<file path="config.mk">
export PLATFORM = sky130hd
export DESIGN_NAME = bbcc_ctrl
export DESIGN_NICKNAME = d
export VERILOG_FILES = /design/src/bbcc_ctrl.v
export VERILOG_INCLUDE_DIRS = /design/src
export SDC_FILE = /design/constraint.sdc
export NUM_CORES = 1
export LEC_CHECK = 0
export CAP_MARGIN = 20
export CORE_MARGIN = 2
export CORE_UTILIZATION = 47
export CTS_CLUSTER_DIAMETER = 60
export DETAILED_ROUTE_END_ITERATION = 16
export DONT_BUFFER_PORTS = 1
export HOLD_SLACK_MARGIN = 0.03
export PLACE_DENSITY = 0.73
export SYNTH_ARGS = -nofsm -noshare
export SYNTH_HDL_FRONTEND = slang
export SYNTH_SLANG_ARGS = --single-unit
</file>
<file path="constraint.sdc">
create_clock -name clk -period 10.5 [get_ports clk]
set_input_delay 2.1 -clock clk [delete_from_list [all_inputs] [get_ports clk]]
set_output_delay 2.1 -clock clk [all_outputs]
set_load 0.02 [all_outputs]
</file>
<file path="src/bbcc_map.vh">
`ifndef BBCC_MAP_VH
`define BBCC_MAP_VH
// ==========================================================
// Register offsets (byte address on the plain port)
`define BBCC_ADDR_W 8
`define BBCC_OFF_REFCFG 8'h02
`define BBCC_OFF_CHCFG 8'h03
`define BBCC_OFF_CONVSEL 8'h06
`define BBCC_OFF_CLAMP 8'h07
`define BBCC_OFF_STATUS 8'h0B
`define BBCC_OFF_MASK 8'h0C
`define BBCC_OFF_ALMCODE 8'h0E
`define BBCC_OFF_OUTCFG 8'h20
`define BBCC_OFF_LOAD 8'h21
// ==========================================================
// Field positions
`define BBCC_REF_EN_BIT 0
`define BBCC_CLAMP_ARMP_LSB 0
`define BBCC_CLAMP_ARMN_LSB 4
`define BBCC_CLAMP_NCL_LSB 8
`define BBCC_CLAMP_PCL_LSB 12
`define BBCC_CLAMP_MODE_LSB 16
`define BBCC_ALM_HSL_BIT 6
`define BBCC_ST_LEARN_BIT 0
`define BBCC_ST_MAXV_BIT 1
`define BBCC_CH_SEL_LSB 0
`define BBCC_OUT_IMODE_BIT 0
`define BBCC_OUT_BIPOL_BIT 1
`define BBCC_OUT_NEG_BIT 2
`define BBCC_OUT_OPEN_BIT 3
// ==========================================================
// Clamp mode codes
`define BBCC_MODE_TRACK 2'b00
`define BBCC_MODE_FIXED 2'b01
`define BBCC_MODE_LEARN 2'b10
// ==========================================================
// Reset values
`define BBCC_RST_CLAMP 18'h0_0000
`define BBCC_RST_PCL 4'h0
// ==========================================================
// Targets in 100 mV steps, signed 10-bit
`define BBCC_V_15P0 10'sd150
`define BBCC_V_N15P0 -10'sd150
`define BBCC_V_MIN_TRACK 10'sd40
`define BBCC_V_MAX_DEF 10'sd320
`define BBCC_V_MAX_HSL 10'sd260
`define BBCC_V_OC_P_BOTH 10'sd200
`define BBCC_V_OC_N_BOTH -10'sd50
`define BBCC_V_OC_P_NEG 10'sd40
`define BBCC_V_OC_N_NEG -10'sd200
`define BBCC_V_OC_P_POS 10'sd320
`define BBCC_V_ZERO 10'sd0
`define BBCC_V_CL_BASE 10'sd40
`define BBCC_V_CL_STEP 10'sd20
// ==========================================================
// Learn threshold on the DAC code and sense settle time
`define BBCC_LEARN_THR 16'h4000
`define BBCC_LEARN_NS 2000
`define BBCC_CLK_NS 40
`define BBCC_LEARN_CYC ((`BBCC_LEARN_NS + `BBCC_CLK_NS - 1) / `BBCC_CLK_NS)
// Last count of the settle time, LEARN_CYC - 1, sized for the 7-bit counter
`define BBCC_LEARN_LAST 7'h31
`endif

</file>
<file path="src/bbcc_ctrl.v">
`timescale 1ns/10ps
// Contract
// - Software selects any converter combination
// - Arms enabled per selected converter independently
// - Voltage mode targets +-15 V unless clamped
// - Current mode: negative rail only bipolar or open output
// - Reset mode tracking, minimum positive 4 V
// - Fixed clamp follows clamp level fields
// - Auto learn senses load, fixes minimum
// - Learn loads positive level, sets done
// - Positive level read only during learn
// - Learn restarts only on rewrite
// - Max positive 32 V, 26 V limited
// - Limit applies to selected channels
// - Open output targets from arms, polarity
// - Floating strap runs logic regulator
// - Reference disabled until software enables
`include "bbcc_map.vh"
module bbcc_ctrl (
	input wire clk,
	input wire arst_n,
	input wire [7:0] reg_addr,
	input wire [31:0] reg_wdata,
	input wire reg_wr,
	input wire reg_rd,
	output reg [31:0] reg_rdata_q,
	input wire [15:0] dac_code,
	input wire [3:0] load_sense,
	input wire logic_regulator_strap_n,
	output reg logic_regulator_en_q,
	output wire ref_en,
	output wire [3:0] conv_en,
	output wire [3:0] pos_arm_en,
	output wire [3:0] neg_arm_en,
	output wire [3:0] max_limit_hit,
	output reg [39:0] pos_target_q,
	output reg [39:0] neg_target_q,
	output reg [39:0] pos_min_q,
	output reg [39:0] pos_max_q,
	output wire irq
);
	// ==========================================================
	// Learn sequencer states, one-hot
	localparam S_IDLE = 3'b001;
	localparam S_SENSE = 3'b010;
	localparam S_LOAD = 3'b100;

	// Clamp level code to 100 mV units
	function signed [9:0] lvl;
		input [3:0] c;
		begin
			lvl = `BBCC_V_CL_BASE + $signed({2'b00, c, 4'b0000}) / 10'sd8;
		end
	endfunction

	// Effective mode: reserved code is read as tracking
	function [1:0] eff_mode;
		input [1:0] m;
		begin
			eff_mode = (m == 2'b11) ? `BBCC_MODE_TRACK : m;
		end
	endfunction

	reg ref_en_q;
	reg [3:0] conv_sel_q;
	reg [3:0] ch_sel_q;
	reg [3:0] hsl_q;
	reg [17:0] clamp_q;
	reg [3:0] out_i_q;
	reg [3:0] out_bip_q;
	reg [3:0] out_neg_q;
	reg [3:0] out_open_q;
	reg [1:0] st_q;
	reg [1:0] mask_q;
	reg [2:0] lstate_q;
	reg [6:0] lcnt_q;
	reg [3:0] learned_q;
	reg strap_done_q;
	wire [1:0] mode;
	wire learn_set;
	wire [1:0] st_set;
	wire wr_clamp;
	wire [17:0] clamp_wv;

	assign mode = eff_mode(clamp_q[`BBCC_CLAMP_MODE_LSB +: 2]);
	assign conv_en = conv_sel_q;
	assign pos_arm_en = conv_sel_q & clamp_q[`BBCC_CLAMP_ARMP_LSB +: 4];
	assign neg_arm_en = conv_sel_q & clamp_q[`BBCC_CLAMP_ARMN_LSB +: 4];
	assign ref_en = ref_en_q;
	assign wr_clamp = reg_wr && (reg_addr == `BBCC_OFF_CLAMP);
	// Positive level keeps its value while learning is active
	assign clamp_wv = (mode == `BBCC_MODE_LEARN)
		? {reg_wdata[17:16], clamp_q[15:12], reg_wdata[11:0]}
		: reg_wdata[17:0];
	assign learn_set = (lstate_q == S_LOAD);
	assign st_set = {(|max_limit_hit), learn_set};
	assign irq = |(st_q & ~mask_q);

	// ==========================================================
	// Strap sampled once after reset release, never under reset
	always @(posedge clk or negedge arst_n) begin
		if (!arst_n) begin
			logic_regulator_en_q <= 1'b0;
			strap_done_q <= 1'b0;
		end else if (!strap_done_q) begin
			logic_regulator_en_q <= logic_regulator_strap_n;
			strap_done_q <= 1'b1;
		end
	end

	// ==========================================================
	// Register writes; status set wins over write-one clear
	always @(posedge clk or negedge arst_n) begin
		if (!arst_n) begin
			ref_en_q <= 1'b0;
			conv_sel_q <= 4'h0;
			ch_sel_q <= 4'h0;
			hsl_q <= 4'h0;
			clamp_q <= `BBCC_RST_CLAMP;
			out_i_q <= 4'h0;
			out_bip_q <= 4'h0;
			out_neg_q <= 4'h0;
			out_open_q <= 4'h0;
			st_q <= 2'b00;
			mask_q <= 2'b00;
		end else begin
			if (reg_wr && reg_addr == `BBCC_OFF_REFCFG)
				ref_en_q <= reg_wdata[`BBCC_REF_EN_BIT];
			if (reg_wr && reg_addr == `BBCC_OFF_CONVSEL)
				conv_sel_q <= reg_wdata[3:0];
			if (reg_wr && reg_addr == `BBCC_OFF_CHCFG)
				ch_sel_q <= reg_wdata[`BBCC_CH_SEL_LSB +: 4];
			// Limit bit lands only in channels chosen at write time
			if (reg_wr && reg_addr == `BBCC_OFF_ALMCODE)
				hsl_q <= (hsl_q & ~ch_sel_q)
					| ({4{reg_wdata[`BBCC_ALM_HSL_BIT]}} & ch_sel_q);
			if (reg_wr && reg_addr == `BBCC_OFF_OUTCFG) begin
				out_i_q <= reg_wdata[3:0];
				out_bip_q <= reg_wdata[7:4];
				out_neg_q <= reg_wdata[11:8];
				out_open_q <= reg_wdata[15:12];
			end
			// A write in the load cycle keeps its other fields; the learned level wins
			if (wr_clamp)
				clamp_q <= clamp_wv;
			if (learn_set)
				clamp_q[`BBCC_CLAMP_PCL_LSB +: 4] <= learned_q;
			if (reg_wr && reg_addr == `BBCC_OFF_MASK)
				mask_q <= reg_wdata[1:0];
			if (reg_wr && reg_addr == `BBCC_OFF_STATUS)
				st_q <= (st_q & ~reg_wdata[1:0]) | st_set;
			else
				st_q <= st_q | st_set;
		end
	end

	// ==========================================================
	// Learn sequence: started only by a write of the learn code
	always @(posedge clk or negedge arst_n) begin
		if (!arst_n) begin
			lstate_q <= S_IDLE;
			lcnt_q <= 7'd0;
			learned_q <= `BBCC_RST_PCL;
		end else begin
			case (lstate_q)
				S_IDLE: begin
					if (wr_clamp && eff_mode(reg_wdata[17:16]) == `BBCC_MODE_LEARN) begin
						lstate_q <= S_SENSE;
						lcnt_q <= 7'd0;
					end
				end
				S_SENSE: begin
					// The sensed value is taken at the end of the settle time
					if (lcnt_q == `BBCC_LEARN_LAST) begin
						learned_q <= load_sense;
						lstate_q <= S_LOAD;
					end else begin
						lcnt_q <= lcnt_q + 7'd1;
					end
				end
				S_LOAD: begin
					lstate_q <= S_IDLE;
				end
				default: begin
					lstate_q <= S_IDLE;
				end
			endcase
		end
	end

	// ==========================================================
	// Read port, one cycle latency; unmapped reads as zero
	always @(posedge clk or negedge arst_n) begin
		if (!arst_n) begin
			reg_rdata_q <= 32'h0000_0000;
		end else if (reg_rd) begin
			case (reg_addr)
				`BBCC_OFF_REFCFG: reg_rdata_q <= {31'h0000_0000, ref_en_q};
				`BBCC_OFF_CHCFG: reg_rdata_q <= {28'h000_0000, ch_sel_q};
				`BBCC_OFF_CONVSEL: reg_rdata_q <= {28'h000_0000, conv_sel_q};
				`BBCC_OFF_CLAMP: reg_rdata_q <= {14'h0000, clamp_q};
				`BBCC_OFF_STATUS: reg_rdata_q <= {30'h0000_0000, st_q};
				`BBCC_OFF_MASK: reg_rdata_q <= {30'h0000_0000, mask_q};
				`BBCC_OFF_ALMCODE: reg_rdata_q <= {25'h000_0000, |(hsl_q & ch_sel_q), 6'h00};
				`BBCC_OFF_OUTCFG: reg_rdata_q <= {16'h0000, out_open_q, out_neg_q, out_bip_q, out_i_q};
				`BBCC_OFF_LOAD: reg_rdata_q <= {24'h00_0000, learned_q, 1'b0, lstate_q};
				default: reg_rdata_q <= 32'h0000_0000;
			endcase
		end
	end

	// ==========================================================
	// Per-channel rail targets
	genvar g;
	generate
		for (g = 0; g < 4; g = g + 1) begin : g_ch
			reg signed [9:0] p_d;
			reg signed [9:0] n_d;
			reg signed [9:0] min_d;
			wire signed [9:0] max_v;
			// Limit hits are flagged, and the positive target is clamped to the limit here
			assign max_v = hsl_q[g] ? `BBCC_V_MAX_HSL : `BBCC_V_MAX_DEF;
			assign max_limit_hit[g] = pos_arm_en[g] && (p_d >= max_v);
			always @* begin
				min_d = `BBCC_V_MIN_TRACK;
				case (mode)
					`BBCC_MODE_FIXED: min_d = lvl(clamp_q[`BBCC_CLAMP_PCL_LSB + 4*0 +: 4]);
					`BBCC_MODE_LEARN: min_d = lvl(clamp_q[`BBCC_CLAMP_PCL_LSB +: 4]);
					default: min_d = `BBCC_V_MIN_TRACK;
				endcase
				if (out_i_q[g] && out_open_q[g]) begin
					if (pos_arm_en[g] && neg_arm_en[g] && !out_neg_q[g]) begin
						p_d = `BBCC_V_OC_P_BOTH;
						n_d = `BBCC_V_OC_N_BOTH;
					end else if (pos_arm_en[g] && neg_arm_en[g]) begin
						p_d = `BBCC_V_OC_P_NEG;
						n_d = `BBCC_V_OC_N_NEG;
					end else begin
						p_d = `BBCC_V_OC_P_POS;
						n_d = `BBCC_V_ZERO;
					end
				end else if (out_i_q[g]) begin
					p_d = min_d;
					n_d = out_bip_q[g] ? `BBCC_V_N15P0 : `BBCC_V_ZERO;
				end else if (mode == `BBCC_MODE_FIXED) begin
					p_d = lvl(clamp_q[`BBCC_CLAMP_PCL_LSB +: 4]);
					n_d = -lvl(clamp_q[`BBCC_CLAMP_NCL_LSB +: 4]);
				end else begin
					p_d = `BBCC_V_15P0;
					n_d = `BBCC_V_N15P0;
				end
				if (!pos_arm_en[g])
					p_d = `BBCC_V_ZERO;
				if (!neg_arm_en[g])
					n_d = `BBCC_V_ZERO;
				if (p_d > max_v)
					p_d = max_v;
			end
			always @(posedge clk or negedge arst_n) begin
				if (!arst_n) begin
					pos_target_q[10*g +: 10] <= 10'h000;
					neg_target_q[10*g +: 10] <= 10'h000;
					pos_min_q[10*g +: 10] <= 10'h000;
					pos_max_q[10*g +: 10] <= 10'h000;
				end else begin
					pos_target_q[10*g +: 10] <= p_d;
					neg_target_q[10*g +: 10] <= n_d;
					pos_min_q[10*g +: 10] <= min_d;
					pos_max_q[10*g +: 10] <= max_v;
				end
			end
		end
	endgenerate
endmodule // bbcc_ctrl

</file>
Word level (Yosys, flattened, before mapping)
Index checks and enable logic that the tools add are counted.
W data, S select, Z words.
{"block": "op_classes", "mul": 0, "n_div": 0, "n_reduce_logical": 39, "muxes": 68, "shifts": 0, "order_cmp": 8, "n_eq_ne": 22, "bitwise_logic": 13, "addsub": 4}
{"cell": "$mux W10", "count": 40}
{"cell": "$pmux W18 S9", "count": 1}
{"cell": "$mux W9", "count": 8}
{"cell": "$mux W7", "count": 7}
{"cell": "$ge A10 B10 Y1", "count": 4}
{"cell": "$gt A10 B10 Y1", "count": 4}
{"cell": "$mux W16", "count": 2}
{"cell": "$logic_and A1 B1 Y1", "count": 25}
{"cell": "$eq A8 B4 Y1 const B", "count": 3}
{"cell": "$and A4 B4 Y4", "count": 5}
{"cell": "$eq A8 B2 Y1 const B", "count": 2}
{"cell": "$eq A8 B3 Y1 const B", "count": 2}
{"cell": "$eq A8 B6 Y1 const B", "count": 2}
{"cell": "$mux W8", "count": 2}
{"cell": "$add A6 B5 Y7 const A", "count": 2}
{"cell": "$pmux W7 S2", "count": 1}
{"cell": "$neg A7 Y10", "count": 1}
{"cell": "$eq A2 B2 Y1 const B", "count": 4}
{"cell": "$ne A2 B2 Y1 const B", "count": 4}
{"cell": "$reduce_or A4 Y1", "count": 2}
{"cell": "$add A7 B1 Y7 const B", "count": 1}
{"cell": "$eq A7 B6 Y1 const B", "count": 1}
{"cell": "$mux W2", "count": 3}
{"cell": "$mux W3", "count": 2}
{"cell": "16 further kinds", "count": 26}
{"block": "word_totals", "ff_bits": 226, "ram_bits": 0, "rom_bits": 0, "output_inout_bits": 211, "n_memories": 0, "latch_bits": 0, "elab_cells": 185, "in_bits": 65}

Depth between registers and ports, before layout
{"block": "depth", "depth_word": 15, "ltp_mapped": 20, "depth_no_buf": 19}

Least setup slack after synthesis
OpenSTA, ideal clock, no wires.
{"block": "synth_path", "path_kind": "register to output", "from": "reg clamp_q[16]", "to": "out max_limit_hit[1]", "path_slack_ps": 5276, "t_required_ps": 8400, "stages_incl_launch_ff": 15, "arrival_time_ps": 3124, "n_path_buf": 1, "cell_sequence": "dfrtp_1 inv_1 ha_1 buf_2 o21ai_0 a21oi_1 nand2b_1 ha_1 and2_0 o21ai_0 o2111ai_1 and2_1 ha_1 a2111oi_0 a21oi_1"}
{"block": "synth_via", "elab_chain_cells": 12, "elab_cells_between_ends": 14, "classes_between": "order compare: 2; eq/ne: 3; mux: 7; reduce/logical: 2"}
{"item": "start, declared", "line_no": "bbcc_ctrl.v:68", "source": "reg [17:0] clamp_q;"}
{"item": "start signal, assigned", "line_no": "bbcc_ctrl.v:119", "source": "clamp_q <= `BBCC_RST_CLAMP;"}
{"item": "start signal, assigned", "line_no": "bbcc_ctrl.v:145", "source": "clamp_q <= clamp_wv;"}
{"item": "start signal, assigned by index", "line_no": "bbcc_ctrl.v:147", "source": "clamp_q[`BBCC_CLAMP_PCL_LSB +: 4] <= learned_q;"}
{"item": "$eq A2 B2 Y1", "line_no": "bbcc_ctrl.v:60", "source": "eff_mode = (m == 2'b11) ? `BBCC_MODE_TRACK : m;"}
{"item": "$mux W2 *", "line_no": "bbcc_ctrl.v:60"}
{"item": "$eq A2 B2 Y1 / $eq A2 B1 Y1 (equally long branches)"}
{"item": "$reduce_or A2 Y1 (no source line)"}
{"item": "$mux W7"}
{"item": "$mux W10 *", "line_no": "bbcc_ctrl.v:242", "source": "end else if (out_i_q[g]) begin"}
{"item": "$mux W10 *", "line_no": "bbcc_ctrl.v:231", "source": "if (out_i_q[g] && out_open_q[g]) begin"}
{"item": "$mux W10 *", "line_no": "bbcc_ctrl.v:252", "source": "if (!pos_arm_en[g])"}
{"item": "$gt A10 B10 Y1", "line_no": "bbcc_ctrl.v:256", "source": "if (p_d > max_v)"}
{"item": "$mux W10 *", "line_no": "bbcc_ctrl.v:256"}
{"item": "$ge A10 B10 Y1 *", "line_no": "bbcc_ctrl.v:223", "source": "assign max_limit_hit[g] = pos_arm_en[g] && (p_d >= max_v);"}
{"item": "$logic_and A1 B1 Y1 *", "line_no": "bbcc_ctrl.v:223"}
{"item": "end, declared", "line_no": "bbcc_ctrl.v:35", "source": "output wire [3:0] max_limit_hit,"}
Every way passes the cells marked *; elsewhere a longest branch is shown, timed or not.

Worst setup path after layout
{"block": "layout_path", "from": "reg clamp_q[14]", "to": "out max_limit_hit[2]"}
{"block": "layout_via", "elab_chain_cells": 9, "elab_cells_between_ends": 10, "classes_between": "add/sub: 1; order compare: 2; mux: 6; reduce/logical: 1"}
{"item": "$add A6 B5 Y7 (no source line) *"}
{"item": "$mux W7 *"}
{"item": "named net g_ch[0].min_d[6]", "line_no": "bbcc_ctrl.v:219", "source": "reg signed [9:0] min_d;"}
{"item": "$mux W10 *", "line_no": "bbcc_ctrl.v:242"}
{"item": "$mux W10 *", "line_no": "bbcc_ctrl.v:231"}
{"item": "$mux W10 *", "line_no": "bbcc_ctrl.v:252"}
{"item": "$gt A10 B10 Y1", "line_no": "bbcc_ctrl.v:256"}
{"item": "$mux W10 *", "line_no": "bbcc_ctrl.v:256"}
{"item": "named net g_ch[2].p_d[6]", "line_no": "bbcc_ctrl.v:217", "source": "reg signed [9:0] p_d;"}
{"item": "$ge A10 B10 Y1 *", "line_no": "bbcc_ctrl.v:223"}
{"item": "$logic_and A1 B1 Y1 *", "line_no": "bbcc_ctrl.v:223"}
Mark *: on every way through the listed nets, which the timed path passes. The rest lies on a longest branch.

==> impl_metrics.ini <==
[yosys]
synth-main-ff-cell = dfrtp_1
synth_edf_count = 0
synth-seq-cells = 163
yosys_warnings = 0
async_flop_share = 1.00
synth_seq_area_share = 0.498
syn_area_per_cell_um2 = 10.4
netlist_instances = 791
ys_types = 66
synth_area_mm2 = 0.00820

[setup_path]
r2r_setup_slack_ps = 5690
cp_slowest_cell = dfrtp_1
critical_path_arrival_ps = 4490
critPathTopFamily = compound AO/OA/AOI/OAI gates
crit_buf_inv = 1
cpPeakStageDelay_ps = 630
crit_required_ps = 8400
critPathLaunchType = register
worstSetupPathType = reg2out
end_kind = output port
cp_cell_sequence = ha_1 > nor2b_1 > inv_1 > nor2_1 > a21oi_1 > a21oi_1 > ha_1 > a21oi_1 > a31oi_1 > o311ai_0 > and2_1 > ha_1 > o21ai_0 > a31oi_1
crit_fanout = 10

[sta]
holdWs_ps = 533
fin_skew_ps = 8.48
rsz0062_at_grt = no
max_freq_mhz = 152
post-route-period-util = 0.627
setup_viol = 0
post-route-min-period_ps = 6590
relSlewSlack = 0.323
fin_tns_setup_ps = 0
drv_slew = 0
tightest_slew_ps = 1000
hold_violations = 0

[drt]
firstDrtPassIters = 7
via_per_inst = 5.59
drt_first_iter_violations = 610
via_count = 5554
drc = 0
antenna_left = 0
wl_per_cell_um = 20.5
wirelength_um = 20300

[grt]
grt_max_degree = 164
busiest_layer = met2
grt_usage = 0.222
met2_usage = 0.353
grt_util_met1 = 0.276
grt_pass1_wl_um = 30500
use_met3 = 0.0813
antenna_found_initial = 1
grt_overflow_total = 0
first_global_vias = 5427

[hold_path]
min_path_type = reg2reg

[placed_design]
dp.cells = 962
io_buffers = 0
detailed_place.area_mm2 = 0.00790
place.gp.congestion = 0.883
dp_hpwl_um = 15000

[cts]
cts_buffers = 17
clock_sinks = 163
clk_pin_slew_ps = 60
cts_tree = built
clkLatencyLatePin_ps = 430
post_cts_buffers = 0
htreeDepth = 4
cts_max_path_buffers = 2
cts_hold_buf = 0
cts-resized-gates = 0
root_buffer = clkbuf_16

[job]
maxCapViolCount = 0

[pwr]
peakVddDrop_uv = 129
powerDensity_mw_per_mm2 = 162
leakage_nw = 3.96

[floorplan]
fp.dieW_um = 136
rows = 48
coreArea_mm2 = 0.0172
die_h_um = 136
start_util = 0.477
dieArea_mm2 = 0.0185
pin_count = 276

[layout]
stdcell_count = 993
design_area_mm2 = 0.00848
fillCellCount = 1565
fin_nets = 843
drive_gt1_frac = 0.115
area_delta_synth_final_pct = 3.40

[outcome]
status = finished clean
-- where the power goes --
part           leakage [nW]  internal [mW]  switching, mW  total (mW)
Sequential             2.15          0.645         0.0467       0.691
Clock                 0.292          0.375          0.241       0.616
Combinational          1.52         0.0215         0.0471      0.0686
Total                  3.96           1.04          0.334        1.38
-- path summary, 6_finish.rpt --
| path | from | endpoint | cells past startpoint |
|---|---|---|---|
| max in group asynchronous | arst_n | out_open_q[3] | 0 |
| min | learned_q[3] | clamp_q[15] | 2 |
| min reg2reg | learned_q[3] | clamp_q[15] | 2 |
| max reg2reg | clamp_q[14] | st_q[1] | 16 |
| min in group asynchronous | arst_n | reg_rdata_q[1] | 0 |
| max | clamp_q[14] | max_limit_hit[2] | 14 |
-- Yosys cell counts, drive strengths merged (3+ instances only) --
library cell | number | area (um2)
dfrtp | 162 | 4050
buf | 110 | 795
nor2 | 69 | 269
nand2 | 61 | 236
mux2 | 50 | 601
a21oi | 41 | 205
inv | 39 | 146
o21ai | 32 | 160
ha | 22 | 275
o21a | 19 | 143
a31oi | 17 | 106
and2 | 16 | 100
a22oi | 14 | 105
nand2b | 14 | 87.6
clkbuf | 13 | 50.0
nor3 | 12 | 71.3
mux2i | 10 | 100
nand3 | 10 | 50.1
nor2b | 9 | 56.3
xor2 | 6 | 52.6
and3 | 5 | 31.3
nand4 | 5 | 31.3
a221oi | 4 | 35.0
o211ai | 4 | 30.0
o22ai | 4 | 25.0
a2111oi | 3 | 27.5
a41oi | 3 | 26.3
-- cell usage in the layout, fill, tap and decap left out, types with 17 or more instances in the layout --
| cell | synthesis | final |
|---|---|---|
| dfrtp_1 | 162 | 162 |
| conb_1 | 2 | 71 |
| nor2_1 | 67 | 67 |
| nand2_1 | 60 | 60 |
| a21oi_1 | 41 | 41 |
| mux2_2 | 40 | 40 |
| inv_1 | 39 | 39 |
| o21ai_0 | 27 | 27 |
| ha_1 | 22 | 22 |
| o21a_1 | 19 | 19 |
| a31oi_1 | 17 | 17 |
| clkbuf_16 | 0 | 17 |
-- through the flow --
stage | util | setup slack (ps) | power (mW)
floorplan | - | 5280 | 0.783
global route | 0.494 | 3550 | 1.42
global placement | 0.460 | 4500 | 0.768
detailed placement | 0.460 | 4350 | 0.770
finish | 0.494 | 3910 | 1.38
CTS | 0.494 | 3910 | 1.39
-- layout make-up --
cell class	instances	area, um2	area share
Antenna cell	1	2.50	0.000295
Clock buffer	19	443	0.0522
Clock inverter	11	138	0.0162
Inverter	39	146	0.0173
Multi-Input combinational cell	535	3390	0.400
Sequential cell	163	4080	0.481
Tap cell	225	282	0.0332
-- tightest hold or removal path, cell delays in order, from the launching register on --
cell and delay (ps):
dfrtp_1 370, nand2_1 60, o21ai_1 60
-- state kept, by name, indices dropped and copies added (netlist names), 6 cells and up, named ones only --
signal        flops
lcnt_q            7
pos_min_q         6
pos_max_q         9
neg_target_q     32
reg_rdata_q      18
clamp_q          18
pos_target_q     32
-- per-layer routing --
layer | up-vias | share of wire
met3 | 42 | 0.11
met4 | 0 | 0.023
met5 | - | 0
met2 | 290 | 0.47
li1 | 2509 | -
met1 | 2713 | 0.39
-- cell families (layout without fill, tap and decap cells) --
kind of cell	count (synthesis)	after routing	synth area share
buffers and inverters	162	69	0.121
AND/OR/NAND/NOR	213	213	0.126
AO/OA/AOI/OAI	162	162	0.128
XOR/XNOR	7	7	0.00748
multiplexers	60	60	0.0854
adder cells (fa/ha/maj)	22	22	0.0336
flip-flops	163	163	0.498
other	2	72	0.000916
Power figures use the tool's default switching activity.
